===== src/adc_ctrl_pkg.sv =====
package adc_ctrl_pkg;

    localparam int RES_BITS        = 12;
    localparam int EXT_CHANNELS    = 16;
    localparam int INT_CHANNELS    = 3;
    localparam int NUM_CHANNELS    = EXT_CHANNELS + INT_CHANNELS;
    localparam int CH_BITS         = 5;
    localparam logic [4:0] TEMP_SENSOR_CH  = 5'h10;
    localparam logic [4:0] INT_REF_CH      = 5'h11;
    localparam logic [4:0] BATT_MON_CH     = 5'h12;
    localparam int BATT_DIVIDE     = 2;
    localparam int SAMPLE_CYCLES   = 4;
    localparam logic [11:0] RESULT_RST     = 12'h000;
    localparam logic [11:0] THRESH_HI_RST  = 12'hFFF;
    localparam logic [11:0] THRESH_LO_RST  = 12'h000;

    typedef enum logic [1:0]
    {
        SRC_REGULAR,
        SRC_INJECTED
    } conv_src_t;

    typedef struct packed
    {
        logic [11:0] data;
        logic [4:0]  channel;
        logic        injected;
        logic        end_of_seq;
    } result_t;

    typedef struct packed
    {
        logic        scan_mode;
        logic [18:0] scan_group;
        logic [4:0]  single_channel;
        logic [4:0]  injected_channel;
        logic        trig_regular_en;
        logic        trig_injected_en;
        logic [7:0]  trig_delay;
        logic        wdg_en;
        logic [18:0] wdg_channels;
        logic [11:0] wdg_low;
        logic [11:0] wdg_high;
    } config_t;

endpackage


===== src/result_buffer.sv =====
`timescale 1ns/100ps
`default_nettype none

module result_buffer
    import adc_ctrl_pkg::*;
#(
    parameter int DEPTH = 2
)
(
    input  wire logic    core_clk_i,
    input  wire logic    rstn_i,
    input  wire logic    in_valid_i,
    output logic         in_ready_o,
    input  wire result_t in_data_i,
    output logic         out_valid_o,
    input  wire logic    out_ready_i,
    output result_t      out_data_o
);
    // the push and pop steering below is written for exactly two places
    if (DEPTH != 2)
    begin
        $error("result_buffer supports only DEPTH 2");
    end

    result_t     mem_q [2];
    result_t     mem_d [2];
    logic [1:0]  count_q;
    logic [1:0]  count_d;
    logic        push;
    logic        pop;

    assign in_ready_o  = (count_q != 2'h2);
    assign out_valid_o = (count_q != 2'h0);
    assign out_data_o  = mem_q[0];
    assign push        = in_valid_i && in_ready_o;
    assign pop         = out_valid_o && out_ready_i;

    always_comb
    begin
        mem_d[0] = mem_q[0];
        mem_d[1] = mem_q[1];
        count_d  = count_q;
        if (pop)
        begin
            mem_d[0] = mem_q[1];
        end
        if (push)
        begin
            if (count_q == 2'h0 || (count_q == 2'h1 && pop))
                mem_d[0] = in_data_i;
            else if (pop)
                mem_d[0] = mem_q[1];
            if ((count_q == 2'h1 && !pop) || (count_q == 2'h2 && pop))
                mem_d[1] = in_data_i;
        end
        count_d = count_q + {1'b0, push} - {1'b0, pop};
    end

    always_ff @(posedge core_clk_i)
    begin
        if (!rstn_i)
        begin
            mem_q[0] <= '0;
            mem_q[1] <= '0;
            count_q  <= 2'h0;
        end
        else
        begin
            mem_q[0] <= mem_d[0];
            mem_q[1] <= mem_d[1];
            count_q  <= count_d;
        end
    end

endmodule

`default_nettype wire


===== src/sar_adc_sequencer_control.sv =====
`timescale 1ns/100ps
`default_nettype none

// Contract
// [RULE_01] 12-bit results by successive approximation
// [RULE_02] 16 external plus 3 internal channels
// [RULE_03] single-shot and scan group modes
// [RULE_04] each result handed to dma
// [RULE_05] watchdog flags results outside thresholds
// [RULE_06] timer events start regular and injected
// [RULE_07] channels 16,17,18 select internal sources
// [RULE_08] battery channel reads half battery voltage
// [RULE_09] shared trigger starts now or delayed
// [RULE_10] end-of-conversion and end-of-sequence flags
// [RULE_11] consuming a result clears pending data
module sar_adc_sequencer_control
    import adc_ctrl_pkg::*;
(
    input  wire logic        core_clk_i,
    input  wire logic        rstn_i,
    input  wire config_t     cfg_i,
    input  wire logic        sw_start_i,
    input  wire logic        timer_regular_trig_i,
    input  wire logic        timer_injected_trig_i,
    input  wire logic        shared_trig_i,
    output logic [4:0]       mux_channel_o,
    output logic             mux_sel_temp_sensor_o,
    output logic             mux_sel_internal_ref_o,
    output logic             mux_sel_battery_monitor_o,
    output logic             sample_o,
    output logic [11:0]      dac_trial_o,
    input  wire logic        comparator_i,
    output logic             dma_valid_o,
    input  wire logic        dma_ready_i,
    input  wire logic        sw_read_i,
    output result_t          result_o,
    output logic             data_pending_o,
    output logic             eoc_o,
    output logic             eos_o,
    output logic             wdg_irq_o,
    input  wire logic        wdg_clear_i,
    output logic             busy_o
);
    typedef enum logic [2:0]
    {
        ST_IDLE,
        ST_DELAY,
        ST_SAMPLE,
        ST_CONVERT,
        ST_STORE
    } state_t;

    function automatic logic [4:0] next_in_group(input logic [18:0] grp, input logic [4:0] cur);
        logic [4:0] res;
        res = 5'h1F;
        for (int i = NUM_CHANNELS - 1; i >= 0; i--)
        begin
            if (grp[i] && 5'(i) > cur)
                res = 5'(i);
        end
        return res;
    endfunction

    state_t       state_q, state_d;
    logic [4:0]   chan_q, chan_d;
    logic [11:0]  sar_q, sar_d;
    logic [3:0]   bit_q, bit_d;
    logic [7:0]   cnt_q, cnt_d;
    logic         inj_q, inj_d;
    logic         inj_pend_q, inj_pend_d;
    logic         eoc_q, eoc_d;
    logic         eos_q, eos_d;
    logic         wdg_q, wdg_d;
    logic         cmp_s1_q, cmp_s2_q;
    logic         push_valid;
    logic         push_ready;
    result_t      push_data;
    logic         last_of_seq;
    logic [4:0]   first_scan;
    logic         reg_start;
    logic         out_valid;
    logic         pop;

    // comparator comes from the analog domain
    always_ff @(posedge core_clk_i)
    begin
        if (!rstn_i)
        begin
            cmp_s1_q <= 1'b0;
            cmp_s2_q <= 1'b0;
        end
        else
        begin
            cmp_s1_q <= comparator_i;
            cmp_s2_q <= cmp_s1_q;
        end
    end

    // channel 0 cannot be found by a strictly-greater search, so test it first
    assign first_scan  = cfg_i.scan_group[0] ? 5'h00 : next_in_group(cfg_i.scan_group, 5'h00);
    assign reg_start   = sw_start_i || (cfg_i.trig_regular_en && timer_regular_trig_i) // [RULE_06]
                       || shared_trig_i; // [RULE_09]
    assign last_of_seq = !inj_q
                       && (!cfg_i.scan_mode || next_in_group(cfg_i.scan_group, chan_q) == 5'h1F);

    always_comb
    begin
        state_d    = state_q;
        chan_d     = chan_q;
        sar_d      = sar_q;
        bit_d      = bit_q;
        cnt_d      = cnt_q;
        inj_d      = inj_q;
        inj_pend_d = inj_pend_q || (cfg_i.trig_injected_en && timer_injected_trig_i); // [RULE_06]
        eoc_d      = 1'b0;
        eos_d      = 1'b0;
        wdg_d      = wdg_q && !wdg_clear_i;
        push_valid = 1'b0;
        case (state_q)
            ST_IDLE:
            begin
                if (inj_pend_q)
                begin
                    // a trigger arriving while the last one is served is kept
                    inj_pend_d = cfg_i.trig_injected_en && timer_injected_trig_i; // [RULE_06]
                    inj_d      = 1'b1;
                    chan_d     = cfg_i.injected_channel;
                    cnt_d      = 8'(SAMPLE_CYCLES);
                    state_d    = ST_SAMPLE;
                end
                else if (reg_start)
                begin
                    inj_d   = 1'b0;
                    // scan walks the group from its lowest channel [RULE_03]
                    chan_d  = cfg_i.scan_mode ? first_scan : cfg_i.single_channel;
                    // shared trigger may be held off by a delay [RULE_09]
                    cnt_d   = (shared_trig_i && cfg_i.trig_delay != 8'h00)
                            ? cfg_i.trig_delay : 8'(SAMPLE_CYCLES);
                    state_d = (shared_trig_i && cfg_i.trig_delay != 8'h00) ? ST_DELAY : ST_SAMPLE;
                end
            end
            ST_DELAY:
            begin
                cnt_d = cnt_q - 8'h01;
                if (cnt_q == 8'h01)
                begin
                    cnt_d   = 8'(SAMPLE_CYCLES);
                    state_d = ST_SAMPLE;
                end
            end
            ST_SAMPLE:
            begin
                cnt_d = cnt_q - 8'h01;
                if (cnt_q == 8'h01)
                begin
                    sar_d   = 12'h800;
                    bit_d   = 4'(RES_BITS - 1);
                    state_d = ST_CONVERT;
                end
            end
            ST_CONVERT:
            begin
                // comparator high means trial above input: drop the bit [RULE_01]
                if (cnt_q[1:0] == 2'h2)
                begin
                    if (cmp_s2_q)
                        sar_d[bit_q] = 1'b0;
                    if (bit_q == 4'h0)
                        state_d = ST_STORE;
                    else
                    begin
                        sar_d[bit_q - 4'h1] = 1'b1;
                        bit_d = bit_q - 4'h1;
                    end
                    cnt_d = 8'h00;
                end
                else
                    cnt_d = cnt_q + 8'h01;
            end
            ST_STORE:
            begin
                push_valid = 1'b1;
                if (push_ready)
                begin
                    eoc_d = 1'b1; // [RULE_10]
                    eos_d = last_of_seq && cfg_i.scan_mode; // [RULE_10]
                    if (cfg_i.wdg_en && cfg_i.wdg_channels[chan_q]
                        && (sar_q < cfg_i.wdg_low || sar_q > cfg_i.wdg_high))
                        wdg_d = 1'b1; // [RULE_05]
                    if (last_of_seq || inj_q)
                        state_d = ST_IDLE;
                    else
                    begin
                        chan_d  = next_in_group(cfg_i.scan_group, chan_q);
                        cnt_d   = 8'(SAMPLE_CYCLES);
                        state_d = ST_SAMPLE;
                    end
                end
            end
            default:
                state_d = ST_IDLE;
        endcase
    end

    always_ff @(posedge core_clk_i)
    begin
        if (!rstn_i)
        begin
            state_q    <= ST_IDLE;
            chan_q     <= 5'h00;
            sar_q      <= RESULT_RST;
            bit_q      <= 4'h0;
            cnt_q      <= 8'h00;
            inj_q      <= 1'b0;
            inj_pend_q <= 1'b0;
            eoc_q      <= 1'b0;
            eos_q      <= 1'b0;
            wdg_q      <= 1'b0;
        end
        else
        begin
            state_q    <= state_d;
            chan_q     <= chan_d;
            sar_q      <= sar_d;
            bit_q      <= bit_d;
            cnt_q      <= cnt_d;
            inj_q      <= inj_d;
            inj_pend_q <= inj_pend_d;
            eoc_q      <= eoc_d;
            eos_q      <= eos_d;
            wdg_q      <= wdg_d;
        end
    end

    // battery channel already carries half the battery voltage [RULE_08]
    assign push_data.data       = sar_q;
    assign push_data.channel    = chan_q;
    assign push_data.injected   = inj_q;
    assign push_data.end_of_seq = last_of_seq && cfg_i.scan_mode;

    result_buffer #(.DEPTH(2)) result_buffer_inst
    (
        .core_clk_i  (core_clk_i),
        .rstn_i      (rstn_i),
        .in_valid_i  (push_valid),
        .in_ready_o  (push_ready),
        .in_data_i   (push_data),
        .out_valid_o (out_valid),
        .out_ready_i (pop),
        .out_data_o  (result_o)
    );

    // dma or software consumes each result once [RULE_04] [RULE_11]
    assign pop            = dma_ready_i || sw_read_i;
    assign dma_valid_o    = out_valid;
    assign data_pending_o = out_valid;

    assign mux_channel_o             = chan_q; // [RULE_02]
    assign mux_sel_temp_sensor_o     = (chan_q == TEMP_SENSOR_CH); // [RULE_07]
    assign mux_sel_internal_ref_o    = (chan_q == INT_REF_CH); // [RULE_07]
    assign mux_sel_battery_monitor_o = (chan_q == BATT_MON_CH); // [RULE_07]
    assign sample_o                  = (state_q == ST_SAMPLE);
    assign dac_trial_o               = sar_q;
    assign eoc_o                     = eoc_q;
    assign eos_o                     = eos_q;
    assign wdg_irq_o                 = wdg_q;
    assign busy_o                    = (state_q != ST_IDLE);

    AST_CHAN_RANGE: assert property (@(posedge core_clk_i) disable iff (!rstn_i)
        busy_o && state_q != ST_DELAY |-> chan_q < 5'(NUM_CHANNELS)) // [RULE_02]
        else $error("channel out of range");
    AST_EOC_AFTER_STORE: assert property (@(posedge core_clk_i) disable iff (!rstn_i)
        eoc_q |-> $past(state_q) == ST_STORE && $past(push_ready)) // [RULE_10]
        else $error("eoc without stored result");
    AST_EOS_ONLY_SCAN: assert property (@(posedge core_clk_i) disable iff (!rstn_i)
        eos_q |-> eoc_q && cfg_i.scan_mode) // [RULE_10]
        else $error("eos outside scan");
    AST_SAR_START: assert property (@(posedge core_clk_i) disable iff (!rstn_i)
        state_q == ST_SAMPLE && state_d == ST_CONVERT |=> sar_q == 12'h800) // [RULE_01]
        else $error("sar did not start mid scale");
    AST_TEMP_SEL: assert property (@(posedge core_clk_i) disable iff (!rstn_i)
        mux_sel_temp_sensor_o |-> mux_channel_o == 5'h10) // [RULE_07]
        else $error("temperature select mismatch");
    AST_WDG_STICKY: assert property (@(posedge core_clk_i) disable iff (!rstn_i)
        wdg_q && !wdg_clear_i |=> wdg_q) // [RULE_05]
        else $error("watchdog flag lost");
    AST_DMA_PENDING: assert property (@(posedge core_clk_i) disable iff (!rstn_i)
        dma_valid_o |-> data_pending_o) // [RULE_04]
        else $error("dma valid without pending data");
    AST_SINGLE_DONE: assert property (@(posedge core_clk_i) disable iff (!rstn_i)
        state_q == ST_STORE && push_ready && !cfg_i.scan_mode |=> state_q == ST_IDLE) // [RULE_03]
        else $error("single shot did not stop");
    AST_DELAY_HOLD: assert property (@(posedge core_clk_i) disable iff (!rstn_i)
        state_q == ST_IDLE && !inj_pend_q && shared_trig_i && cfg_i.trig_delay == 8'h01
        |=> state_q == ST_DELAY ##1 state_q == ST_SAMPLE) // [RULE_09]
        else $error("delayed start mistimed");

    COV_SINGLE: cover property (@(posedge core_clk_i) eoc_q && !cfg_i.scan_mode);
    COV_SCAN_END: cover property (@(posedge core_clk_i) eos_q);
    COV_INJECTED: cover property (@(posedge core_clk_i) eoc_q && inj_q);
    COV_WDG: cover property (@(posedge core_clk_i) $rose(wdg_q));

endmodule

`default_nettype wire


===== config.mk =====
export PLATFORM = sky130hd
export DESIGN_NAME = sar_adc_sequencer_control
export DESIGN_NICKNAME = d
export VERILOG_FILES = /design/src/adc_ctrl_pkg.sv /design/src/result_buffer.sv /design/src/sar_adc_sequencer_control.sv
export SDC_FILE = /design/constraint.sdc
export NUM_CORES = 1
export LEC_CHECK = 0
export ABC_AREA = 1
export ABC_CLOCK_PERIOD_IN_PS = 1700
export BUFFER_PORTS_ARGS = -buffer_cell sky130_fd_sc_hd__buf_2
export CAP_MARGIN = 20
export CORE_ASPECT_RATIO = 1.5
export CORE_MARGIN = 2
export CORE_UTILIZATION = 33
export CTS_BUF_LIST = sky130_fd_sc_hd__clkbuf_4 sky130_fd_sc_hd__clkbuf_8
export CTS_CLUSTER_SIZE = 25
export DETAILED_ROUTE_END_ITERATION = 7
export PLACE_DENSITY = 0.65
export SLEW_MARGIN = 20
export SYNTH_ARGS = -nofsm -noshare
export SYNTH_HDL_FRONTEND = slang
export SYNTH_SLANG_ARGS = --single-unit

===== constraint.sdc =====
create_clock -name core_clk_i -period 1.7 [get_ports core_clk_i]
set_input_delay 0.255 -clock core_clk_i [delete_from_list [all_inputs] [get_ports core_clk_i]]
set_output_delay 0.255 -clock core_clk_i [all_outputs]
set_load 0.01 [all_outputs]

==> results.ini, run 1 <==
[run_status]
outcome=finished with violations
violations=setup timing

[synthesis]
ys_seq_area_share_pct=27.6
synth_edf_count=0
yosysWarningCount=0
netlist-cell-type-count=48
syn_area_per_cell_um2=6.55
synthesis.nets=1003
synth_cells=874
yosys_most_used_dff=dfxtp_1
postSynth.asyncResetShare_pct=0
syn_area_um2=5730
yosys_register_bits=79

[floorplan]
rows=59
die_w_um=112
initial_utilization_pct=33.3
die_area_um2=18400
ios=140
die_h_um=165
core_um2=17200

[power_and_ir_drop]
p_total_mw=11.0
power.density_nw_per_um2=1240
p_leak_nw=4.24
peakVddDrop_mv=0.652

[timing]
setup_viol=57
final_max_slew_viol_count=0
setup_ws_ps=-350
worstMarginPinSlew_ps=550
max_freq_mhz=488
rsz0062_at_grt=yes
max_slew_margin_pct=63.3
clock_skew_ps=12.9
period_needed_ps=2050
hold_violations=0
period_share_pct=121

[cts]
ctsHoldBuffers=0
clk_pin_slew_worst_paths_ps=90
htree_levels=3
tritoncts=done
clockBufferDepth=2
cts_sinks=79
cts_buffers=9
root_buffer=clkbuf_8
clock_latency_ps=380

[placed_design]
place_congestion=0.878
dp_hpwl_um=14600
preCtsSetupSlack_ps=-395
io_buffers=139

[finish]
fin_nets=1268
area_delta_synth_final_pct=55.5
drive_gt1_share_pct=46.5
post-route-util_pct=51.8
num_antenna_cells=0

[detailed_routing]
drt-met1-wl_um=7740
ant_nets=0
routedWlPerCell_um=15.2
drc=0
wl_um=20600
drtIter0Drc=310
first_pass_iters=6
num_vias=6789
highest_layer=met4
vias_per_cell=5.00
wl_met3_um=801
route.met2.wl_um=11200

[worst_setup_path]
crit_required_ps=1980
startpoint=mux_channel_o[1]$_SDFFE_PN0P_
arrival_ps=2330
cp-end-kind=flop
start_kind=flop
criticalPathCategory=reg2reg
r2r_start=mux_channel_o[1]$_SDFFE_PN0P_
worst-path-max-fanout=8

[global_route]
grt_max_degree=39
grt.total_usage_pct=20.4
grt_overflow=0
antenna_found_initial=0
grt_first_pass_wirelength_um=30500
grt_pass1_vias=6379

[worst_hold_path]
min_path_type=in2reg
hold_start=comparator_i

[flow_run]
cap_viol_max_count=0

layer usage:
layer / track usage (%) / vias up
met4: 9.60 / 0
met5: 0 / -
met3: 2.30 / 54
li1: - / 3397
met2: 39.9 / 197
met1: 21.7 / 3141
worst max-delay path, cell delays in order, from the launching register on:
cell and delay (ps):
dfxtp_4 380, buf_6 130, nand2_4 60, o21ai_1 160
nor2_1 80, nor2_1 180, buf_4 160, nand4_2 110
nand2_2 120, nor2_4 50, nand2_2 100, nand2_4 100
nand2_8 120, nor2_1 60, a211oi_2 150
per-stage QoR:
stage	hold slack [ps]	std cells	TNS, ps	instance area [µm²]
after floorplan	353	874	-1290	5780
after global placement	393	1296	-8420	7380
after detailed placement	399	1296	-9550	7380
after CTS	45.4	1325	-4070	7940
after global routing	67.1	1357	-14400	8900
final	59.1	1357	-7800	8900
path summary, 6_finish.rpt:
check | cells past startpoint | slack (ps) | end
worst max-delay path | 14 | -350 | cnt_q[2]$_SDFFE_PN0P_
worst min register to register | 2 | 420 | cmp_s2_q$_SDFF_PN0_
worst max register to register | 14 | -350 | cnt_q[2]$_SDFFE_PN0P_
worst min-delay path | 3 | 60 | cmp_s1_q$_SDFF_PN0_
placed cells by master, fill, tap and decap left out, types with 17 or more instances in the layout:
master    count
o21ai_0      51
buf_6        25
a21oi_1      49
a311oi_2     17
nor2_4       20
nor2_2       27
inv_2        19
nand2_1     148
buf_2       136
buf_4       148
nor2_1       80
ha_1         23
dfxtp_1      54
nand3_1      27
inv_1        95
Yosys cell counts (2+ instances only):
cell type,instances,area (µm²)
nand2_1,165,619
nor2_1,119,447
inv_1,111,417
dfxtp_1,79,1580
o21ai_0,72,360
a21oi_1,59,295
buf_4,39,293
ha_1,35,438
nand3_1,29,145
clkbuf_1,22,82.6
a311oi_1,19,166
nor3_1,16,80.1
a31oi_1,12,75.1
inv_2,11,41.3
nand4_1,11,68.8
xor2_1,8,70.1
nor2_2,6,37.5
o211ai_1,5,37.5
a211oi_1,4,30.0
a22oi_1,4,30.0
o21ai_1,4,20.0
o2111ai_1,3,26.3
o21a_1,3,22.5
a211oi_2,2,25.0
a221oi_1,2,17.5
buf_2,2,10.0
buf_6,2,22.5
nand2_2,2,12.5
nand2_4,2,22.5
nand3_2,2,20.0
nand3b_1,2,15.0
nor2_4,2,22.5
nor3_2,2,20.0
nor4_1,2,12.5
o221ai_1,2,17.5
o311ai_0,2,17.5
flip-flops by register name (all words and copies together), names as in the netlist, 2 cells and up:
| name | count |
|---|---|
| state_q | 3 |
| result_buffer_inst.count_q | 2 |
| result_buffer_inst.mem_q | 38 |
| dac_trial_o | 12 |
| bit_q | 4 |
| cnt_q | 8 |
| mux_channel_o | 5 |
cells by family (layout without fill, tap and decap cells):
logic type               count (synthesis)  in the layout  synth area share, %
XOR/XNOR                                 8              8                 1.22
flip-flops                              79             79                 27.6
AO/OA/AOI/OAI                          201            202                 21.2
buffers and inverters                  188            456                 15.2
adder cells (fa/ha/maj)                 35             35                 7.65
AND/OR/NAND/NOR                        363            364                 27.1
layout make-up:
type / instances / area [µm²]
fillers: 1650 / 8300
multi-input cells: 609 / 4050
repair buffers: 317 / 2230
flip-flops and latches: 79 / 1640
inverters: 123 / 493
well taps: 213 / 267
clock buffers: 9 / 124
clock inverters: 7 / 104
power by group:
part	switching, mW	total, mW	internal, mW	leakage (nW)
Sequential	0.331	2.48	2.15	0.654
Clock	0.813	1.66	0.851	0.114
Combinational	3.68	6.88	3.19	3.47
timing repair:
action                     4_1_cts  5_1_grt
resized for setup               69      191
setup endpoints to repair       76       78
setup buffers                   10       31
pin swaps                       23       44
cloned                           3        4
No activity file was read; power rests on OpenSTA's default activity.
==> run 2, diff against run 1 <==
--- a/config.mk
+++ b/config.mk
@@ -5,7 +5,6 @@
 export SDC_FILE = /design/constraint.sdc
 export NUM_CORES = 1
 export LEC_CHECK = 0
-export ABC_AREA = 1
 export ABC_CLOCK_PERIOD_IN_PS = 1700
 export BUFFER_PORTS_ARGS = -buffer_cell sky130_fd_sc_hd__buf_2
 export CAP_MARGIN = 20
@@ -15,7 +14,7 @@
 export CTS_BUF_LIST = sky130_fd_sc_hd__clkbuf_4 sky130_fd_sc_hd__clkbuf_8
 export CTS_CLUSTER_SIZE = 25
 export DETAILED_ROUTE_END_ITERATION = 7
-export PLACE_DENSITY = 0.65
+export PLACE_DENSITY = 0.64
 export SLEW_MARGIN = 20
 export SYNTH_ARGS = -nofsm -noshare
 export SYNTH_HDL_FRONTEND = slang
==> results.ini, run 2 <==
[synthesis]
yosys_most_used_dff=dfxtp_1  ; unchanged
synth_edf_count=0  ; unchanged
syn_area_per_cell_um2=7.67  ; was 6.55 µm²
yosys.area.top_type_share_pct=26.3  ; was 27.6%
synth_top_area_cell=dfxtp_1  ; unchanged
syn_area_um2=6020  ; was 5730 µm²
synthesis.nets=914  ; was 1003
ys_seq_area_share_pct=26.3  ; was 27.6%
synthTopCellsByArea=dfxtp_1 (26%), ha_1 (7.3%), nand2_1 (6.8%), a21oi_1 (5.6%), buf_4 (4.6%)  ; was dfxtp_1 (28%), nand2_1 (11%), nor2_1 (7.8%), ha_1 (7.6%), inv_1 (7.3%)
netlist-cell-type-count=86  ; was 48
synthTopCellsByCount=nand2_1 (109), dfxtp_1 (79), a21oi_1 (67)  ; was nand2_1 (165), nor2_1 (119), inv_1 (111)
yosysWarningCount=0  ; unchanged
yosysMostFrequentCell=nand2_1  ; unchanged
yosys_register_bits=79  ; unchanged
postSynth.asyncResetShare_pct=0  ; unchanged
synth_cells=785  ; was 874

[worst_setup_path]
worst-path-max-fanout=6  ; was 8
r2r-end=state_q[1]$_SDFFE_PN0P_  ; was cnt_q[2]$_SDFFE_PN0P_
critical_path.max_stage_delay_ps=410  ; was 380 ps
r2r_start=mux_channel_o[2]$_SDFFE_PN0P_  ; was mux_channel_o[1]$_SDFFE_PN0P_
crit_required_ps=1950  ; was 1980 ps
r2r_slack_ps=-300  ; was -350 ps
cp-end-kind=flop  ; unchanged
arrival_ps=2260  ; was 2330 ps
worst-path-buf-inv=2  ; unchanged
cp_cell_sequence=buf_6 > nand2_2 > o21a_2 > or3_4 > nor4_4 > buf_4 > o21ai_2 > o2111a_1  ; was buf_6 > nand2_4 > o21ai_1 > nor2_1 > nor2_1 > buf_4 > nand4_2 > nand2_2 > nor2_4 > nand2_2 > nand2_4 > nand2_8 > nor2_1 > a211oi_2
endpoint=state_q[1]$_SDFFE_PN0P_  ; was cnt_q[2]$_SDFFE_PN0P_
cp_num_cells=8  ; was 14
reg2reg_depth=8  ; was 14
start_kind=flop  ; unchanged
criticalPathCategory=reg2reg  ; unchanged
path_delay_family=simple AND/OR/NAND/NOR gates  ; unchanged
startpoint=mux_channel_o[2]$_SDFFE_PN0P_  ; was mux_channel_o[1]$_SDFFE_PN0P_
slowest_stage=dfxtp_4  ; unchanged

[detailed_routing]
routedWlPerCell_um=16.0  ; was 15.2 µm
ant_nets=0  ; unchanged
num_vias=6721  ; was 6789
drc=0  ; unchanged
vias_per_cell=5.31  ; was 5.00
drtIter0Drc=332  ; was 310
first_pass_iters=5  ; was 6
wl_um=20300  ; was 20600 µm

[cts]
tritoncts=done  ; unchanged
cts_sinks=79  ; unchanged
root_buffer=clkbuf_8  ; unchanged
cts_buffers=9  ; unchanged
clockBufferDepth=2  ; unchanged
htree_levels=3  ; unchanged
clk_pin_slew_worst_paths_ps=100  ; was 90 ps
clock_latency_ps=360  ; was 380 ps

[finish]
area_delta_synth_final_pct=47.1  ; was 55.5%
num_antenna_cells=0  ; unchanged
drive_gt1_share_pct=44.3  ; was 46.5%
stdcell_area_um2=8860  ; was 8900 µm²
layout_common_cells=buf_4 (162), buf_2 (137), nand2_1 (102), dfxtp_1 (65), a21oi_1 (56)  ; was nand2_1 (148), buf_4 (148), buf_2 (136), inv_1 (95), nor2_1 (80)
layout_commonest_cell=buf_4
fin_cells=1265  ; was 1357
max_flop_register=result_buffer_inst.mem_q  ; unchanged
fin_nets=1172  ; was 1268
largest_register_ffs=38  ; unchanged

[timing]
timing.hold.ws_ps=102  ; was 59.1 ps
worstMarginPinSlew_ps=454  ; was 550 ps
max_freq_mhz=499  ; was 488 MHz
tns_ps=-6580  ; was -7800 ps
hold_violations=0  ; unchanged
period_needed_ps=2000  ; was 2050 ps
final_max_slew_viol_count=0  ; unchanged
setup_viol=36  ; was 57
clock_skew_ps=18.7  ; was 12.9 ps
setup_ws_ps=-304  ; was -350 ps
max_slew_margin_pct=69.0  ; was 63.3%
period_share_pct=118  ; was 121%
rsz0062_at_grt=yes  ; unchanged

[global_route]
antenna_found_initial=0  ; unchanged
grt_overflow=0  ; unchanged
grt_pass1_vias=6371  ; was 6379
grt_first_pass_wirelength_um=31500  ; was 30500 µm
grt_max_degree=46  ; was 39
grt.total_usage_pct=20.2  ; was 20.4%

[floorplan]
die_area_um2=19400  ; was 18400 µm²
ios=140  ; unchanged
die_h_um=169  ; was 165 µm
initial_utilization_pct=33.5  ; was 33.3%
core_um2=17900  ; was 17200 µm²
rows=60  ; was 59
die_w_um=114  ; was 112 µm

[run_status]
outcome=finished with violations  ; unchanged
violations=setup timing  ; unchanged

[placed_design]
preCtsSetupSlack_ps=-449  ; was -395 ps
place_congestion=0.918  ; was 0.878
placed_area_um2=7860  ; was 7380 µm²
dp_cells=1215  ; was 1296
io_buffers=139  ; unchanged
dp_hpwl_um=15100  ; was 14600 µm

[power_and_ir_drop]
p_leak_nw=4.00  ; was 4.24 nW
power.density_nw_per_um2=1170  ; was 1240 nW/µm²
peakVddDrop_mv=0.480  ; was 0.652 mV

[flow_run]
cap_viol_max_count=0  ; unchanged

[worst_hold_path]
min_path_type=in2reg  ; unchanged

run 2: cell count changes in the layout (fill, tap and decap cells not counted), moves of 17 or more:
cell      before  now
inv_2         19    2
nor2_2        27    1
nand2_1      148  102
o21ai_0       51   19
inv_1         95   41
nor2_1        80   38
a311oi_1       2   22
run 2: area by class of cell:
class / count / area, µm²
Tap cell: 217 / 272
Fill cell: 1714 / 9090
Timing Repair Buffer: 331 / 2340
Multi-Input combinational cell: 577 / 4230
Inverter: 45 / 171
Clock inverter: 5 / 81.3
Sequential cell: 79 / 1620
Clock buffer: 11 / 145
run 2: kinds of logic after synthesis:
logic type | count (synthesis) | share of synthesized area (%)
compound gates | 232 | 26.1
xor+xnor | 10 | 1.46
fa+ha+maj | 35 | 7.27
buf+inv | 130 | 11.7
flops | 79 | 26.3
mux | 9 | 2.37
simple gates | 290 | 24.8
run 2: worst register-to-register path: stages, from the launching register on:
cell and delay (ps):
dfxtp_4 410, buf_6 140, nand2_2 50, o21a_2 240, or3_4 420, nor4_4 280
buf_4 170, o21ai_2 50, o2111a_1 130
run 2: stage by stage:
| stage | util (%) | total power [mW] |
|---|---|---|
| after global routing | 49.4 | 11.0 |
| after detailed placement | 43.8 | 7.55 |
| after global placement | 43.8 | 7.52 |
| final | 49.4 | 10.4 |
| after CTS | 47.2 | 9.75 |
| after floorplan | - | 5.63 |
run 2: worst min path at each step:
stage                                   start                   to  depth (start not counted)
final                            comparator_i  cmp_s1_q$_SDFF_PN0_                          2
after global routing             comparator_i  cmp_s1_q$_SDFF_PN0_                          2
after CTS                        comparator_i  cmp_s1_q$_SDFF_PN0_                          2
after detailed placement  cmp_s1_q$_SDFF_PN0_  cmp_s2_q$_SDFF_PN0_                          1
after global placement    cmp_s1_q$_SDFF_PN0_  cmp_s2_q$_SDFF_PN0_                          1
after floorplan                  comparator_i  cmp_s1_q$_SDFF_PN0_                          1
run 2: timing repair:
action | CTS | global route
hold buffers | 0 | 0
resized for setup | 65 | 73
setup buffers | 21 | 13
endpoints found under the setup margin | 74 | 78
pin swaps | 34 | 35
cloned | 0 | 3
run 2: routing by layer:
layer,GRT usage (%),wire length (µm),up-vias
met5,0,0,-
met4,7.21,527,0
met3,2.82,803,37
met2,38.1,10800,203
met1,22.8,8190,3124
li1,-,-,3357
run 2: where the power goes:
part / switching (mW) / leakage, nW / internal, mW / total (mW)
clock: 0.733 / 0.113 / 0.885 / 1.62
sequential: 0.278 / 0.648 / 2.12 / 2.40
combinational: 3.10 / 3.24 / 3.26 / 6.36
total: 4.11 / 4.00 / 6.26 / 10.4
==> run 3, diff against run 2 <==
--- a/config.mk
+++ b/config.mk
@@ -10,11 +10,11 @@
 export CAP_MARGIN = 20
 export CORE_ASPECT_RATIO = 1.5
 export CORE_MARGIN = 2
-export CORE_UTILIZATION = 33
+export CORE_UTILIZATION = 51
 export CTS_BUF_LIST = sky130_fd_sc_hd__clkbuf_4 sky130_fd_sc_hd__clkbuf_8
 export CTS_CLUSTER_SIZE = 25
 export DETAILED_ROUTE_END_ITERATION = 7
-export PLACE_DENSITY = 0.64
+export PLACE_DENSITY = 0.88
 export SLEW_MARGIN = 20
 export SYNTH_ARGS = -nofsm -noshare
 export SYNTH_HDL_FRONTEND = slang
==> results.ini, run 3 (same netlist as run 2, synthesis figures left out) <==
[timing]
hold_violations=0  ; unchanged
worstMarginPinSlew_ps=725  ; was 454 ps
timing.hold.ws_ps=128  ; was 102 ps
rsz0062_at_grt=yes  ; unchanged
setup_ws_ps=-818  ; was -304 ps
final_max_slew_viol_count=0  ; unchanged
setup_viol=52  ; was 36
period_share_pct=148  ; was 118%
period_needed_ps=2520  ; was 2000 ps
max_freq_mhz=397  ; was 499 MHz
max_slew_margin_pct=51.3  ; was 69.0%
clock_skew_ps=23.2  ; was 18.7 ps

[cts]
clk_pin_slew_worst_paths_ps=100  ; about the same
htree_levels=3  ; unchanged
cts_sinks=79  ; unchanged
clock_latency_ps=380  ; was 360 ps
ctsHoldBuffers=0  ; unchanged
tritoncts=done  ; unchanged
root_buffer=clkbuf_8  ; unchanged
clockBufferDepth=2  ; unchanged
cts_buffers=9  ; unchanged

[worst_setup_path]
startpoint=mux_channel_o[1]$_SDFFE_PN0P_  ; was mux_channel_o[2]$_SDFFE_PN0P_
crit_required_ps=1980  ; was 1950 ps
r2r_slack_ps=-820  ; was -300 ps
r2r-end=state_q[1]$_SDFFE_PN0P_  ; unchanged
cp-end-kind=flop  ; unchanged
reg2reg_depth=9  ; was 8
r2r_start=mux_channel_o[1]$_SDFFE_PN0P_  ; was mux_channel_o[2]$_SDFFE_PN0P_
start_kind=flop  ; unchanged
arrival_ps=2800  ; was 2260 ps
worst-path-max-fanout=8  ; was 6
criticalPathCategory=reg2reg  ; unchanged
endpoint=state_q[1]$_SDFFE_PN0P_  ; unchanged

[placed_design]
placed_area_um2=7750  ; was 7860 µm²
io_buffers=139  ; unchanged
place_congestion=0.952  ; was 0.918
dp_hpwl_um=14700  ; was 15100 µm

[power_and_ir_drop]
p_leak_nw=4.02  ; was 4.00 nW
power.density_nw_per_um2=1270  ; was 1170 nW/µm²
p_switching_mw=5.05  ; was 4.11 mW
peakVddDrop_mv=0.865  ; was 0.480 mV
intPower_mw=6.25  ; was 6.26 mW
clkPwrFrac_pct=12.6  ; was 15.6%
combPwrFrac_pct=65.4  ; was 61.3%
switching_share_pct=44.7  ; was 39.6%
seq_power_share_pct=21.9  ; was 23.1%

[worst_hold_path]
min_path_type=in2reg  ; unchanged
min_path_cells=3  ; was 2

[finish]
area_delta_synth_final_pct=47.5  ; was 47.1%
fin_nets=1175  ; was 1172
layout_common_cells=buf_4 (163), buf_2 (137), nand2_1 (102), dfxtp_1 (63), a21oi_1 (58)  ; was buf_4 (162), buf_2 (137), nand2_1 (102), dfxtp_1 (65), a21oi_1 (56)
layout_commonest_cell=buf_4  ; unchanged
num_antenna_cells=0  ; unchanged
max_flop_register=result_buffer_inst.mem_q  ; unchanged
drive_gt1_share_pct=45.0  ; was 44.3%
largest_register_ffs=38  ; unchanged
stdcell_area_um2=8880  ; was 8860 µm²

[floorplan]
initial_utilization_pct=52.2  ; was 33.5%
die_h_um=137  ; was 169 µm
die_w_um=92.7  ; was 114 µm
ios=140  ; unchanged
rows=48  ; was 60
die_area_um2=12700  ; was 19400 µm²
core_um2=11500  ; was 17900 µm²

[run_status]
outcome=finished with violations  ; unchanged
violations=DRC, setup timing  ; was setup timing

[detailed_routing]
vias_per_cell=6.57  ; was 5.31
ant_nets=0  ; unchanged
first_pass_iters=8  ; was 5
routedWlPerCell_um=22.5  ; was 16.0 µm
drtIter0Drc=1009  ; was 332
num_vias=7887  ; was 6721
wl_um=27000  ; was 20300 µm
drc=1  ; was 0

[global_route]
grt_pass1_vias=6985  ; was 6371
grt.total_usage_pct=32.6  ; was 20.2%
grt_first_pass_wirelength_um=33000  ; was 31500 µm
antenna_found_initial=0  ; unchanged
grt_overflow=0  ; unchanged
grt_max_degree=69  ; was 46

[flow_run]
cap_viol_max_count=0  ; unchanged

-- run 3: cell count changes in the layout (fill, tap and decap cells not counted), moves of 3 or more --
cell,delta
inv_1,-3
inv_2,+3
nor3b_2,-3
nor3b_4,+3
o31ai_1,-3
o31ai_2,+3
-- run 3: power groups by stage --
stage	clock [mW]	sequential, mW	combinational [mW]
floorplan	0	2.31	3.32
global placement	0	2.42	4.98
detailed placement	0	2.45	5.16
CTS	1.38	2.42	5.61
global route	1.48	2.49	7.66
finish	1.43	2.48	7.40
-- run 3: repair_timing --
action                                  4_1_cts  5_1_grt
gates resized for setup                      50      108
setup buffers                                11       29
pin swaps                                    23       41
cloned                                        0        2
endpoints found under the setup margin       41       54
-- run 3: final cells by class --
cell class                      instances  area, µm²
Clock buffer                           10        138
Timing Repair Buffer                  334       2370
Sequential cell                        79       1620
Tap cell                              150        188
Fill cell                             699       2650
Clock inverter                          6       52.6
Multi-Input combinational cell        577       4340
Inverter                               45        171
-- run 3: metal layers --
layer  global-route usage [%]  up-vias  routed length (µm)
met5                        0        -                   0
met4                     19.7        0                2470
met3                     6.88      232                2970
met2                     58.5      702               12800
met1                     34.8     3591                8720
li1                         -     3362                   -
-- run 3: critical path, cell delays in order (launching register included) --
cell and delay, ps:
dfxtp_4 450, buf_8 160, nand3_2 110, a32oi_2 240, buf_4 160, nand4b_1 370, nor4_4 520, buf_4 210
o21ai_2 60, o2111a_1 130
-- run 3: worst min path at each step --
stage	start	to	slack [ps]
3_3_place_gp	cmp_s1_q$_SDFF_PN0_	cmp_s2_q$_SDFF_PN0_	420
4_1_cts	comparator_i	cmp_s1_q$_SDFF_PN0_	110
2_1_floorplan	comparator_i	cmp_s1_q$_SDFF_PN0_	380
6_report	timer_injected_trig_i	inj_pend_q$_SDFF_PN0_	130
5_1_grt	comparator_i	cmp_s1_q$_SDFF_PN0_	130
3_5_place_dp	cmp_s1_q$_SDFF_PN0_	cmp_s2_q$_SDFF_PN0_	430
-- run 3: metrics by stage --
stage	instances	setup TNS, ps	power (mW)	util [%]	setup slack (ps)
6_report	1201	-11280	11.3	77.0	-818
5_1_grt	1201	-15210	11.6	77.0	-847
4_1_cts	1170	-4710	9.41	71.0	-302
3_5_place_dp	1143	-9250	7.61	67.2	-465
3_3_place_gp	1143	-7150	7.40	67.2	-358
2_1_floorplan	785	-1510	5.63	-	-338
